==> src/fbds_pkg.sv <==
// Shared constants for the dual-slave field bus I/O logic
package fbds_pkg;
  // APB register byte offsets
  localparam logic [7:0] FBDS_OFF_CTRL   = 8'h00; // Variant, supply, faults
  localparam logic [7:0] FBDS_OFF_ADDR   = 8'h04; // Slave addresses
  localparam logic [7:0] FBDS_OFF_LINK   = 8'h08; // Per-slave link state
  localparam logic [7:0] FBDS_OFF_BUSIN  = 8'h0C; // Bus input bits
  localparam logic [7:0] FBDS_OFF_BUSOUT = 8'h10; // Bus output bits, read
  localparam logic [7:0] FBDS_OFF_STAT   = 8'h14; // Commissioning state and visibility, read
  // Field positions in CTRL
  localparam int FBDS_CTRL_DUAL   = 0; // Dual slave connector variant
  localparam int FBDS_CTRL_SUPPLY = 1; // Bus supply voltage present
  localparam int FBDS_CTRL_PERR   = 2; // Peripheral error
  localparam int FBDS_CTRL_UPDATE = 3; // Controller update mode
  localparam int FBDS_CTRL_COMLOS = 4; // Communication lost
  // Field positions in LINK, per slave s at 4*(s-1)
  localparam int FBDS_LINK_EXCH   = 0; // Data exchange active
  // Slave address width and limits
  localparam int FBDS_AW = 6;
  localparam logic [5:0] FBDS_MAX_STD = 6'h1F; // 31 standard slaves
  localparam logic [6:0] FBDS_MAX_EXT = 7'h3E; // 62 extended slaves
  // Reset values
  localparam logic [4:0] FBDS_CTRL_RST = 5'h01;
  // Timing
  localparam int FBDS_CLK_HZ     = 50_000_000;
  localparam int FBDS_FLASH_HZ   = 2;
  localparam int FBDS_HALF_CYC   = FBDS_CLK_HZ / (2 * FBDS_FLASH_HZ);
  localparam int FBDS_VANISH_S   = 10;
  localparam int FBDS_VANISH_CYC = FBDS_CLK_HZ * FBDS_VANISH_S;
  // Indicator colour codes {red, green}
  localparam logic [1:0] FBDS_LED_OFF = 2'h0;
  localparam logic [1:0] FBDS_LED_GRN = 2'h1;
  localparam logic [1:0] FBDS_LED_RED = 2'h2;
  // Commissioning states of the slave pair
  typedef enum logic [2:0] {
    FBDS_S1_NEW  = 3'b001, // Slave 1 at address 0
    FBDS_S2_VIS  = 3'b010, // Slave 1 addressed, slave 2 visible
    FBDS_S1_GONE = 3'b100  // Slave 1 hidden after re-zeroing
  } fbds_comm_e;
endpackage

==> src/fbds_io_logic.sv <==
// Application logic of a two-slave field bus node in a motor drive
//
// What this block does
// - Address fields 6 bits wide, every value accepted
// - One status indicator per slave
// - Indicator dark without bus supply
// - Steady green in active operation
// - Steady red when no data exchange
// - Red flashing 2 Hz while slave not visible
// - Red/green alternate on error or update
// - Bits 0/1 enable right/left, bit 2 jog
// - Bits 1:0 decode to motor rotation
// - Fault acknowledge on bit 3 rising edge
// - Enable edges never acknowledge faults
// - Output bits: drive state code, inputs 1, 4
// - Output bits 1:0 encode drive state
// - Dual variant: bit 4 remote, bit 5 torque
// - Dual variant: bit 4 releases brake
// - Bus bits act parallel to inputs
// - Communication loss drops all bus command bits
// - Slave 1 at 0: only slave 1 visible
// - Slave 1 addressed: slave 2 appears
// - Slave 2 addressed: its indicator green
// - Single variant exposes one slave only
// - Re-zeroed slave 1 vanishes after 10 s
//
// Implementation choices: the placing of the registers and the APB slave port.
`timescale 1ns/1ps
module fbds_io_logic
  import fbds_pkg::*;
#(
  parameter int VANISH_CYC = FBDS_VANISH_CYC // Hide delay, shortenable
) (
  input  wire logic        clk_sys,      // System clock, 50 MHz
  input  wire logic        rst_n,        // Async reset, active low
  input  wire logic        psel,         // APB select
  input  wire logic        penable,      // APB enable
  input  wire logic        pwrite,       // APB direction
  input  wire logic [7:0]  paddr,        // APB byte address
  input  wire logic [31:0] pwdata,       // APB write data
  output logic      [31:0] prdata,       // APB read data
  output logic             pready,       // APB ready
  output logic             pslverr,      // APB error
  input  wire logic        digIn1,       // Local digital input 1 pin
  input  wire logic        digIn4,       // Local digital input 4 pin
  input  wire logic        localEnRight, // Local enable right pin
  input  wire logic        localEnLeft,  // Local enable left pin
  input  wire logic        driveFault,   // Drive fault pending
  input  wire logic        driveWarn,    // Drive warning
  input  wire logic        driveInhibit, // Switch-on inhibit
  input  wire logic        remoteSel,    // Local/remote selector remote
  input  wire logic        torqueOffN,   // Safe torque off inactive
  output logic             runRight,     // Right rotating field
  output logic             runLeft,      // Left rotating field
  output logic             jogSel2,      // Jog frequency 2 chosen
  output logic             faultAck,     // Fault acknowledge pulse
  output logic             brakeRelease, // Manual brake release
  output logic             slave1Vis,    // Slave 1 visible on bus
  output logic             slave2Vis,    // Slave 2 visible on bus
  output logic      [1:0]  led1,         // Slave 1 LED {red, green}
  output logic      [1:0]  led2          // Slave 2 LED {red, green}
);

  // Registers written by software
  logic [4:0]        ctrl_q;   // Variant, supply, error flags
  logic [FBDS_AW-1:0] addr1_q; // Slave 1 address
  logic [FBDS_AW-1:0] addr2_q; // Slave 2 address
  logic [7:0]        link_q;   // Per-slave link flags
  logic [4:0]        busIn_q;  // Received bus input bits
  // Pin synchronisers
  logic [4:0] pinMeta_q;       // First stage, read only by second
  logic [4:0] pinSync_q;       // Second stage
  // Edge detection and timing
  logic        ackPrev_q;      // Bit 3 last value
  logic        ackPulse_q;     // Registered acknowledge
  logic [23:0] halfCnt_q;      // Flash half-period prescaler
  logic        phase_q;        // Flash phase
  logic [31:0] vanCnt_q;       // Hide delay counter
  fbds_comm_e  comm_q;         // Commissioning state
  fbds_comm_e  comm_d;
  logic        addr1Zero_q;    // Slave 1 address was zero

  // Address decode on the APB bus
  wire        apbAcc   = psel & penable;
  wire        wrStb    = apbAcc & pwrite;
  wire        hitCtrl  = (paddr == FBDS_OFF_CTRL);
  wire        hitAddr  = (paddr == FBDS_OFF_ADDR);
  wire        hitLink  = (paddr == FBDS_OFF_LINK);
  wire        hitBusIn = (paddr == FBDS_OFF_BUSIN);
  wire        hitOut   = (paddr == FBDS_OFF_BUSOUT);
  wire        hitStat  = (paddr == FBDS_OFF_STAT);
  wire        mapped   = hitCtrl | hitAddr | hitLink | hitBusIn
                         | hitOut | hitStat;

  // Convenient flags
  wire dual    = ctrl_q[FBDS_CTRL_DUAL];
  wire supply  = ctrl_q[FBDS_CTRL_SUPPLY];
  wire altErr  = ctrl_q[FBDS_CTRL_PERR] | ctrl_q[FBDS_CTRL_UPDATE];
  wire comLost = ctrl_q[FBDS_CTRL_COMLOS];
  wire exch1   = link_q[FBDS_LINK_EXCH];
  wire exch2   = link_q[4 + FBDS_LINK_EXCH];
  wire a1Zero  = (addr1_q == '0);
  wire a2Zero  = (addr2_q == '0);

  // Address legality: only bits 4:0 compared with 31, so every 6-bit value passes
  function automatic logic addrOk(input logic [FBDS_AW-1:0] a);
    addrOk = (a[4:0] <= FBDS_MAX_STD[4:0]);
  endfunction
  wire addrWrOk = addrOk(pwdata[FBDS_AW-1:0])
                  & addrOk(pwdata[8+FBDS_AW-1:8]);

  // APB answers with zero wait, error on unmapped address
  assign pready  = 1'b1;
  assign pslverr = apbAcc & (~mapped | (wrStb & hitAddr & ~addrWrOk));

  // Read multiplexer
  wire [5:0] busOut;
  always_comb begin
    prdata = 32'h0;
    if (hitCtrl) begin
      prdata[4:0] = ctrl_q;
    end else if (hitAddr) begin
      prdata[FBDS_AW-1:0]    = addr1_q;
      prdata[8+FBDS_AW-1:8] = addr2_q;
    end else if (hitLink) begin
      prdata[7:0] = link_q;
    end else if (hitBusIn) begin
      prdata[4:0] = busIn_q;
    end else if (hitOut) begin
      prdata[5:0] = busOut;
    end else if (hitStat) begin
      prdata[2:0] = comm_q;
      prdata[4:3] = {slave2Vis, slave1Vis};
    end
  end

  // Register writes
  always_ff @(posedge clk_sys or negedge rst_n) begin
    if (!rst_n) begin
      ctrl_q  <= FBDS_CTRL_RST;
      addr1_q <= '0;
      addr2_q <= '0;
      link_q  <= 8'h00;
      busIn_q <= 5'h00;
    end else if (wrStb) begin
      if (hitCtrl) ctrl_q <= pwdata[4:0];
      if (hitAddr && addrWrOk) begin
        addr1_q <= pwdata[FBDS_AW-1:0];
        addr2_q <= pwdata[8+FBDS_AW-1:8];
      end
      if (hitLink) link_q <= pwdata[7:0];
      if (hitBusIn) busIn_q <= pwdata[4:0];
    end
  end

  // Two-stage synchroniser for the local pins
  always_ff @(posedge clk_sys or negedge rst_n) begin
    if (!rst_n) begin
      pinMeta_q <= 5'h00;
      pinSync_q <= 5'h00;
    end else begin
      pinMeta_q <= {localEnLeft, localEnRight, digIn4, digIn1, 1'b0};
      pinSync_q <= pinMeta_q;
    end
  end

  // Bus command bits, dropped while communication is lost
  wire [4:0] cmd = comLost ? 5'h00 : busIn_q;
  wire busR = cmd[0] | pinSync_q[3];
  wire busL = cmd[1] | pinSync_q[4];

  // Rotation decode: both or neither means off
  always_ff @(posedge clk_sys or negedge rst_n) begin
    if (!rst_n) begin
      runRight <= 1'b0;
      runLeft  <= 1'b0;
      jogSel2  <= 1'b0;
      brakeRelease <= 1'b0;
    end else begin
      runRight <= busR & ~busL;
      runLeft  <= busL & ~busR;
      jogSel2  <= cmd[2];
      brakeRelease <= dual & cmd[4];
    end
  end

  // Fault acknowledge: only bit 3 rising, never enable edges
  always_ff @(posedge clk_sys or negedge rst_n) begin
    if (!rst_n) begin
      ackPrev_q  <= 1'b0;
      ackPulse_q <= 1'b0;
    end else begin
      ackPrev_q  <= cmd[3];
      ackPulse_q <= cmd[3] & ~ackPrev_q;
    end
  end
  assign faultAck = ackPulse_q;

  // Bus output bits: state code, inputs, variant extras
  wire [1:0] stCode = driveFault   ? 2'h0 :
                      driveWarn    ? 2'h1 :
                      driveInhibit ? 2'h2 : 2'h3;
  assign busOut = {dual & torqueOffN, dual & remoteSel,
                   pinSync_q[2], pinSync_q[1], stCode};

  // Flash prescaler: equal halves at 2 Hz
  always_ff @(posedge clk_sys or negedge rst_n) begin
    if (!rst_n) begin
      halfCnt_q <= 24'h0;
      phase_q   <= 1'b0;
    end else if (halfCnt_q == 24'(FBDS_HALF_CYC - 1)) begin
      halfCnt_q <= 24'h0;
      phase_q   <= ~phase_q;
    end else begin
      halfCnt_q <= halfCnt_q + 24'h1;
    end
  end

  // Commissioning sequence of the two slaves
  always_comb begin
    comm_d = comm_q;
    case (comm_q)
      FBDS_S1_NEW:  if (dual && !a1Zero) comm_d = FBDS_S2_VIS;
      FBDS_S2_VIS:  if (a1Zero && vanCnt_q >= 32'(VANISH_CYC))
                      comm_d = FBDS_S1_GONE;
      FBDS_S1_GONE: if (a2Zero) comm_d = FBDS_S1_NEW;
      default:      comm_d = FBDS_S1_NEW;
    endcase
  end

  // State and hide-delay counter
  always_ff @(posedge clk_sys or negedge rst_n) begin
    if (!rst_n) begin
      comm_q      <= FBDS_S1_NEW;
      vanCnt_q    <= 32'h0;
      addr1Zero_q <= 1'b1;
    end else begin
      comm_q      <= comm_d;
      addr1Zero_q <= a1Zero;
      if (comm_q == FBDS_S2_VIS && a1Zero)
        vanCnt_q <= vanCnt_q + 32'h1;
      else
        vanCnt_q <= 32'h0;
    end
  end

  // Visibility: single variant exposes slave 1 only
  assign slave1Vis = (comm_q != FBDS_S1_GONE);
  assign slave2Vis = dual & (comm_q != FBDS_S1_NEW);

  // Indicator colour per slave
  function automatic logic [1:0] ledMix(input logic vis,
                                        input logic exch,
                                        input logic ph);
    if (!supply)      ledMix = FBDS_LED_OFF;
    else if (altErr)  ledMix = ph ? FBDS_LED_RED : FBDS_LED_GRN;
    else if (!vis)    ledMix = ph ? FBDS_LED_RED : FBDS_LED_OFF;
    else if (exch)    ledMix = FBDS_LED_GRN;
    else              ledMix = FBDS_LED_RED;
  endfunction

  // Registered LED outputs, one per slave
  always_ff @(posedge clk_sys or negedge rst_n) begin
    if (!rst_n) begin
      led1 <= FBDS_LED_OFF;
      led2 <= FBDS_LED_OFF;
    end else begin
      led1 <= ledMix(slave1Vis, exch1 & !a1Zero, phase_q);
      led2 <= dual ? ledMix(slave2Vis, exch2 & !a2Zero, phase_q)
                   : FBDS_LED_OFF;
    end
  end

  // Checks on the drive command path
  chk_rot_exclusive: assert property (
    @(posedge clk_sys) disable iff (!rst_n)
    !(runRight && runLeft))
    else $error("both directions on");
  chk_both_off: assert property (
    @(posedge clk_sys) disable iff (!rst_n)
    (busR && busL) |=> (!runRight && !runLeft))
    else $error("both enables must stop motor");
  chk_local_right: assert property (
    @(posedge clk_sys) disable iff (!rst_n)
    (pinSync_q[3] && !pinSync_q[4] && !cmd[1]) |=> runRight)
    else $error("local enable ignored");
  chk_jog_follow: assert property (
    @(posedge clk_sys) disable iff (!rst_n)
    !comLost |=> (jogSel2 == $past(busIn_q[2])))
    else $error("jog select not followed");
  chk_ack_edge: assert property (
    @(posedge clk_sys) disable iff (!rst_n)
    faultAck |-> ($past(cmd[3]) && !$past(ackPrev_q)))
    else $error("ack without edge");
  chk_ack_once: assert property (
    @(posedge clk_sys) disable iff (!rst_n)
    faultAck |=> !faultAck)
    else $error("ack longer than one cycle");
  chk_comlost_off: assert property (
    @(posedge clk_sys) disable iff (!rst_n)
    (comLost && !pinSync_q[3] && !pinSync_q[4]) |=> !runRight && !runLeft)
    else $error("drive runs after loss");
  chk_brake_var: assert property (
    @(posedge clk_sys) disable iff (!rst_n)
    brakeRelease |-> $past(dual))
    else $error("brake on single");
  chk_brake_follow: assert property (
    @(posedge clk_sys) disable iff (!rst_n)
    (dual && !comLost) |=> (brakeRelease == $past(busIn_q[4])))
    else $error("brake bit not followed");

  // Checks on the reported drive state
  chk_out_bits: assert property (
    @(posedge clk_sys) disable iff (!rst_n)
    driveFault |-> busOut[1:0] == 2'h0)
    else $error("fault code");
  chk_out_ready: assert property (
    @(posedge clk_sys) disable iff (!rst_n)
    (!driveFault && !driveWarn && !driveInhibit) |-> busOut[1:0] == 2'h3)
    else $error("ready code");
  chk_out_warn: assert property (
    @(posedge clk_sys) disable iff (!rst_n)
    (!driveFault && driveWarn) |-> busOut[1:0] == 2'h1)
    else $error("warning code");
  chk_out_single: assert property (
    @(posedge clk_sys) disable iff (!rst_n)
    !dual |-> busOut[5:4] == 2'h0)
    else $error("extra bits on single variant");

  // Checks on the commissioning sequence
  chk_s2_hidden: assert property (
    @(posedge clk_sys) disable iff (!rst_n)
    (comm_q == FBDS_S1_NEW) |-> !slave2Vis)
    else $error("slave 2 visible early");
  chk_s2_after: assert property (
    @(posedge clk_sys) disable iff (!rst_n)
    (comm_q == FBDS_S1_NEW && dual && !a1Zero) |=> slave2Vis)
    else $error("slave 2 not shown");
  chk_hide_hold: assert property (
    @(posedge clk_sys) disable iff (!rst_n)
    (comm_q == FBDS_S2_VIS && !a1Zero) |=> comm_q == FBDS_S2_VIS)
    else $error("slave 1 hidden while addressed");
  chk_return_s1: assert property (
    @(posedge clk_sys) disable iff (!rst_n)
    (comm_q == FBDS_S1_GONE && a2Zero) |=> slave1Vis)
    else $error("slave 1 not restored");

  // Checks on the indicators
  chk_led_dark: assert property (
    @(posedge clk_sys) disable iff (!rst_n)
    (!supply ##1 !supply) |-> led1 == FBDS_LED_OFF)
    else $error("led lit without supply");
  chk_led2_dark: assert property (
    @(posedge clk_sys) disable iff (!rst_n)
    !supply |=> led2 == FBDS_LED_OFF)
    else $error("led2 lit without supply");
  chk_led2_single: assert property (
    @(posedge clk_sys) disable iff (!rst_n)
    !dual |=> led2 == FBDS_LED_OFF)
    else $error("led2 lit on single variant");
  chk_led_green: assert property (
    @(posedge clk_sys) disable iff (!rst_n)
    (supply && !altErr && slave1Vis && exch1 && !a1Zero)
      |=> led1 == FBDS_LED_GRN)
    else $error("led1 not green");
  chk_led2_green: assert property (
    @(posedge clk_sys) disable iff (!rst_n)
    (dual && supply && !altErr && slave2Vis && exch2 && !a2Zero)
      |=> led2 == FBDS_LED_GRN)
    else $error("led2 not green");
  chk_led_red: assert property (
    @(posedge clk_sys) disable iff (!rst_n)
    (supply && !altErr && slave1Vis && (!exch1 || a1Zero))
      |=> led1 == FBDS_LED_RED)
    else $error("led1 not red");
  chk_led_flash: assert property (
    @(posedge clk_sys) disable iff (!rst_n)
    (dual && supply && !altErr && !slave2Vis)
      |=> led2 == ($past(phase_q) ? FBDS_LED_RED : FBDS_LED_OFF))
    else $error("hidden slave not flashing red");
  chk_led_alt: assert property (
    @(posedge clk_sys) disable iff (!rst_n)
    (supply && altErr)
      |=> led1 == ($past(phase_q) ? FBDS_LED_RED : FBDS_LED_GRN))
    else $error("led1 not alternating");
  chk_flash_phase: assert property (
    @(posedge clk_sys) disable iff (!rst_n)
    (halfCnt_q == 24'h0 && $past(halfCnt_q) != 24'h0)
      |-> phase_q != $past(phase_q))
    else $error("phase not toggled");

endmodule

==> config.mk <==
export PLATFORM = sky130hd
export DESIGN_NAME = fbds_io_logic
export DESIGN_NICKNAME = d
export VERILOG_FILES = /design/src/fbds_pkg.sv /design/src/fbds_io_logic.sv
export SDC_FILE = /design/constraint.sdc
export NUM_CORES = 1
export LEC_CHECK = 0
export BUFFER_PORTS_ARGS = -buffer_cell sky130_fd_sc_hd__buf_2
export CAP_MARGIN = 20
export CORE_ASPECT_RATIO = 1.25
export CORE_MARGIN = 4
export CORE_UTILIZATION = 50
export DETAILED_ROUTE_END_ITERATION = 8
export GPL_TIMING_DRIVEN = 0
export MAX_ROUTING_LAYER = met4
export PLACE_DENSITY = 0.76
export SYNTH_ARGS = -nofsm -noshare
export SYNTH_HDL_FRONTEND = slang
export SYNTH_SLANG_ARGS = --single-unit
==> constraint.sdc <==
create_clock -name clk_sys -period 2.1 [get_ports clk_sys]
set_input_delay 0.525 -clock clk_sys [delete_from_list [all_inputs] [get_ports clk_sys]]
set_output_delay 0.525 -clock clk_sys [all_outputs]
set_load 0.005 [all_outputs]
==> impl_metrics.env <==
export IMPL_startpoint_type="flop"
export IMPL_drt_total_wl_um=11200
export IMPL_seq_area_frac_synth_pct=51.4
export IMPL_starting_density_pct=51.6
export IMPL_numClockSinks=108
export IMPL_number_of_enable_type_register_cells_in_the_synthesized_netlist=0
export IMPL_clock_latency_ns=0.34
export IMPL_synth_cell_type_count=55
export IMPL_detail_route_iter0_violations=191
export IMPL_fin_crit_sh_pct=111
export IMPL_number_of_cell_rows=41
export IMPL_timing_final_max_slew_violations=0
export IMPL_min_delay_path_class="primary input to asynchronous set/reset pin"
export IMPL_rsz0062_at_grt="true"
export IMPL_finalHoldViolations=0
export IMPL_first_global_vias=3785
export IMPL_skew_ns=0.00836
export IMPL_first_pass_grt_wire_length_um=18100
export IMPL_yosys_warnings=0
export IMPL_timing_critical_path_slowest_stage_cell="sky130_fd_sc_hd__mux4_2"
export IMPL_drtPass1Iterations=4
export IMPL_post_route_cells_drive_above_1_share_pct=31.4
export IMPL_status="finished, violations left"
export IMPL_dpl_cell_count=689
export IMPL_vias=3910
export IMPL_antenna_found_initial=0
export IMPL_power_density_nw_per_um2=648
export IMPL_cts_reportedPaths_clkPinSlew_ns=0.07
export IMPL_preCtsSetupSlack_ns=-0.324
export IMPL_total_power_mw=4.11
export IMPL_arrival_ns=1.81
export IMPL_reg2reg_depth=6
export IMPL_timing_reg2reg_setup_slack_ns=0.16
export IMPL_floorplan_die_width_um=99.8
export IMPL_finalNonFillerCells=718
export IMPL_finalSetupViolations=5
export IMPL_reg2reg_to="halfCnt_q[20]$_DFF_PN0_"
export IMPL_timing_fmax_mhz=429
export IMPL_routedWlPerCell_um=15.7
export IMPL_worst_path_stages=6
export IMPL_detailroute_wirelength_met2_um=5980
export IMPL_critPathLaunch="comm_q[1]$_DFFE_PN0P_"
export IMPL_crit_reg2reg_launch="halfCnt_q[0]$_DFF_PN0_"
export IMPL_place_port_buffers=60
export IMPL_cpPeakStageDelay_ns=0.49
export IMPL_multi_input_area_um2=2480
export IMPL_final_setup_tns_ns=-0.470
export IMPL_dominantRegCellSynth="sky130_fd_sc_hd__dfrtp_1"
export IMPL_worst_slack_ns=-0.232
export IMPL_place_area_um2=5820
export IMPL_path_buf_inv=1
export IMPL_route_top_layer_used="met4"
export IMPL_critPathRequiredTime_ns=1.57
export IMPL_static_leakage_power_nw=3.12
export IMPL_detail_route_vias_per_cell=5.45
export IMPL_final_net_count=641
export IMPL_tritoncts_clock_tree="built"
export IMPL_cts_made_buffers=9
export IMPL_final_min_clock_period_ns=2.33
export IMPL_ctsHtreeMaxLevel=3
export IMPL_post_layout_instance_area_um2=6350
export IMPL_postSynthAreaPerCell_um2=10.9
export IMPL_m1WireLength_um=4570
export IMPL_gp_congestion=0.895
export IMPL_cts_root_buffer_cell="sky130_fd_sc_hd__clkbuf_16"
export IMPL_wl_met3_um=535
export IMPL_cts_hold_buf=0
export IMPL_area_sequential_um2=2710
export IMPL_drtAntennaViolNets=0
export IMPL_clk_path_buf_depth=2
export IMPL_ir_worst_vdd_mv=0.519
export IMPL_track_usage_pct=19.2
export IMPL_pin_count_of_the_biggest_net_entering_global_routing=76
export IMPL_crit_path_end_kind="output pin"
export IMPL_antennaDiodeCount=0
export IMPL_detailed_place_hpwl_um=7840
export IMPL_yosys_reg_bits=108
export IMPL_timing_max_slew_rel_slack_pct=60.8
export IMPL_cp_endpoint="prdata[3]"
export IMPL_die_area_um2=12200
export IMPL_max_slew_worst_pin_slew_ns=0.586
export IMPL_async_flop_share_pct=100
export IMPL_grt_overflow_total=0
export IMPL_critPathMaxFanout=2
export IMPL_drcViolationCount=0
export IMPL_floorplan_io_pins=99
export IMPL_violations="setup timing"
export IMPL_cap_viol_max_count=0
export IMPL_crit_path_cell_trace="nor2_2 > nand2_2 > mux4_2 > a22oi_2 > nor2_1 > buf_2"
export IMPL_area_growth_pct=20.6
export IMPL_fp_dieH_um=123
export IMPL_cpLargestDelayFamily="multiplexers"
export IMPL_post_synth_inst_count=482
export IMPL_synth_area_um2=5260
export IMPL_fillers=814
export IMPL_coreArea_um2=10200
export IMPL_path_class="flop to output pin"
cell type report:
type	instances	area share, %
Buffer	28	3.23
Clock buffer	9	3.55
Clock inverter	7	1.52
Inverter	10	0.591
Multi-Input combinational cell	353	39.0
Sequential cell	108	42.6
Tap cell	129	2.54
Timing Repair Buffer	74	6.90
per-stage QoR:
step | hold WS [ns] | util [%]
after floorplan | 0.229 | -
after global placement | 0.332 | 56.7
after detailed placement | 0.335 | 57.0
after CTS | 0.140 | 61.3
after global routing | 0.150 | 62.2
final | 0.127 | 62.2
kinds of logic after synthesis:
group | Yosys count | synth area share [%]
AOI/OAI and AO/OA | 38 | 4.56
xor gates and xnor gates | 46 | 7.66
adders and majority gates | 3 | 0.713
buffers and inverters | 38 | 4.14
DFF | 108 | 51.4
muxes | 38 | 8.94
other | 2 | 0.143
and+or+nand+nor | 209 | 22.4
repair_timing:
action | 4_1_cts | 5_1_grt
setup buffers | 7 | 6
gates resized for setup | 19 | 10
pin swaps | 5 | 5
setup endpoints to repair | 13 | 23
gates cloned | 0 | 0
Yosys cell counts, types with 3 or more instances:
library cell | n | area share (%)
sky130_fd_sc_hd__and3_2 | 3 | 0.43
sky130_fd_sc_hd__nor3_1 | 10 | 0.95
sky130_fd_sc_hd__inv_1 | 10 | 0.71
sky130_fd_sc_hd__a211oi_1 | 4 | 0.57
sky130_fd_sc_hd__or3_1 | 3 | 0.36
sky130_fd_sc_hd__nand3_1 | 24 | 2.3
sky130_fd_sc_hd__xor2_1 | 31 | 5.2
sky130_fd_sc_hd__xnor2_1 | 15 | 2.5
sky130_fd_sc_hd__a21oi_1 | 9 | 0.86
sky130_fd_sc_hd__dfrtp_1 | 106 | 50
sky130_fd_sc_hd__a31oi_1 | 3 | 0.36
sky130_fd_sc_hd__nor2b_1 | 9 | 1.1
sky130_fd_sc_hd__and3_1 | 11 | 1.3
sky130_fd_sc_hd__mux4_2 | 4 | 1.7
sky130_fd_sc_hd__nor2_1 | 66 | 4.7
sky130_fd_sc_hd__nand4_2 | 3 | 0.71
sky130_fd_sc_hd__clkbuf_1 | 6 | 0.43
sky130_fd_sc_hd__nand4_1 | 19 | 2.3
sky130_fd_sc_hd__nand2_1 | 25 | 1.8
sky130_fd_sc_hd__nor4_1 | 3 | 0.36
sky130_fd_sc_hd__o21ai_0 | 8 | 0.76
sky130_fd_sc_hd__ha_1 | 3 | 0.71
sky130_fd_sc_hd__mux2_2 | 32 | 6.8
sky130_fd_sc_hd__and2_1 | 10 | 1.2
sky130_fd_sc_hd__buf_4 | 19 | 2.7
sky130_fd_sc_hd__nand3b_1 | 4 | 0.57
sky130_fd_sc_hd__buf_2 | 3 | 0.29
routing by layer:
layer	vias up	global-route usage, %
li1	1854	-
met1	1940	22.3
met2	105	33.4
met3	11	3.98
met4	0	5.64
met5	-	-
power breakdown:
| part | internal (mW) | switching (mW) | leakage [nW] |
|---|---|---|---|
| Clock | 1.05 | 0.746 | 0.160 |
| Combinational | 0.0945 | 0.113 | 1.49 |
| Sequential | 2.10 | 0.0100 | 1.46 |
how the worst min path moves through the flow:
| stage | to | slack (ns) | cells after the start |
|---|---|---|---|
| floorplan | ackPrev_q$_DFF_PN0_ | 0.23 | 0 |
| global placement | pinSync_q[4]$_DFF_PN0_ | 0.33 | 0 |
| detailed placement | pinSync_q[3]$_DFF_PN0_ | 0.33 | 0 |
| CTS | faultAck$_DFF_PN0_ | 0.14 | 1 |
| global route | faultAck$_DFF_PN0_ | 0.15 | 1 |
| finish | faultAck$_DFF_PN0_ | 0.13 | 1 |
state kept, by name, summed over array words and instances (netlist names):
name / flops
phase_q: 1
addr1_q: 6
ctrl_q: 5
pinSync_q: 4
faultAck: 1
busIn_q: 5
vanCnt_q: 32
brakeRelease: 1
link_q: 8
led1: 2
runRight: 1
jogSel2: 1
addr2_q: 6
led2: 2
halfCnt_q: 24
runLeft: 1
pinMeta_q: 4
ackPrev_q: 1
comm_q: 3
placed cells by master, fill, tap and decap left out, types with 8 or more instances in the layout:
cell type | synthesis | final
sky130_fd_sc_hd__dfrtp_1 | 106 | 105
sky130_fd_sc_hd__nor2_1 | 66 | 64
sky130_fd_sc_hd__buf_2 | 3 | 60
sky130_fd_sc_hd__mux2_2 | 32 | 32
sky130_fd_sc_hd__buf_4 | 19 | 32
sky130_fd_sc_hd__xor2_1 | 31 | 31
sky130_fd_sc_hd__nand2_1 | 25 | 24
sky130_fd_sc_hd__nand3_1 | 24 | 24
sky130_fd_sc_hd__nand4_1 | 19 | 19
sky130_fd_sc_hd__conb_1 | 2 | 19
sky130_fd_sc_hd__xnor2_1 | 15 | 15
sky130_fd_sc_hd__and3_1 | 11 | 10
sky130_fd_sc_hd__inv_1 | 10 | 10
sky130_fd_sc_hd__a21oi_1 | 9 | 9
sky130_fd_sc_hd__and2_1 | 10 | 9
sky130_fd_sc_hd__clkbuf_16 | 0 | 9
sky130_fd_sc_hd__nor2b_1 | 9 | 8
sky130_fd_sc_hd__nor3_1 | 10 | 8
sky130_fd_sc_hd__o21ai_0 | 8 | 8
(Power assumes the default switching activity.)
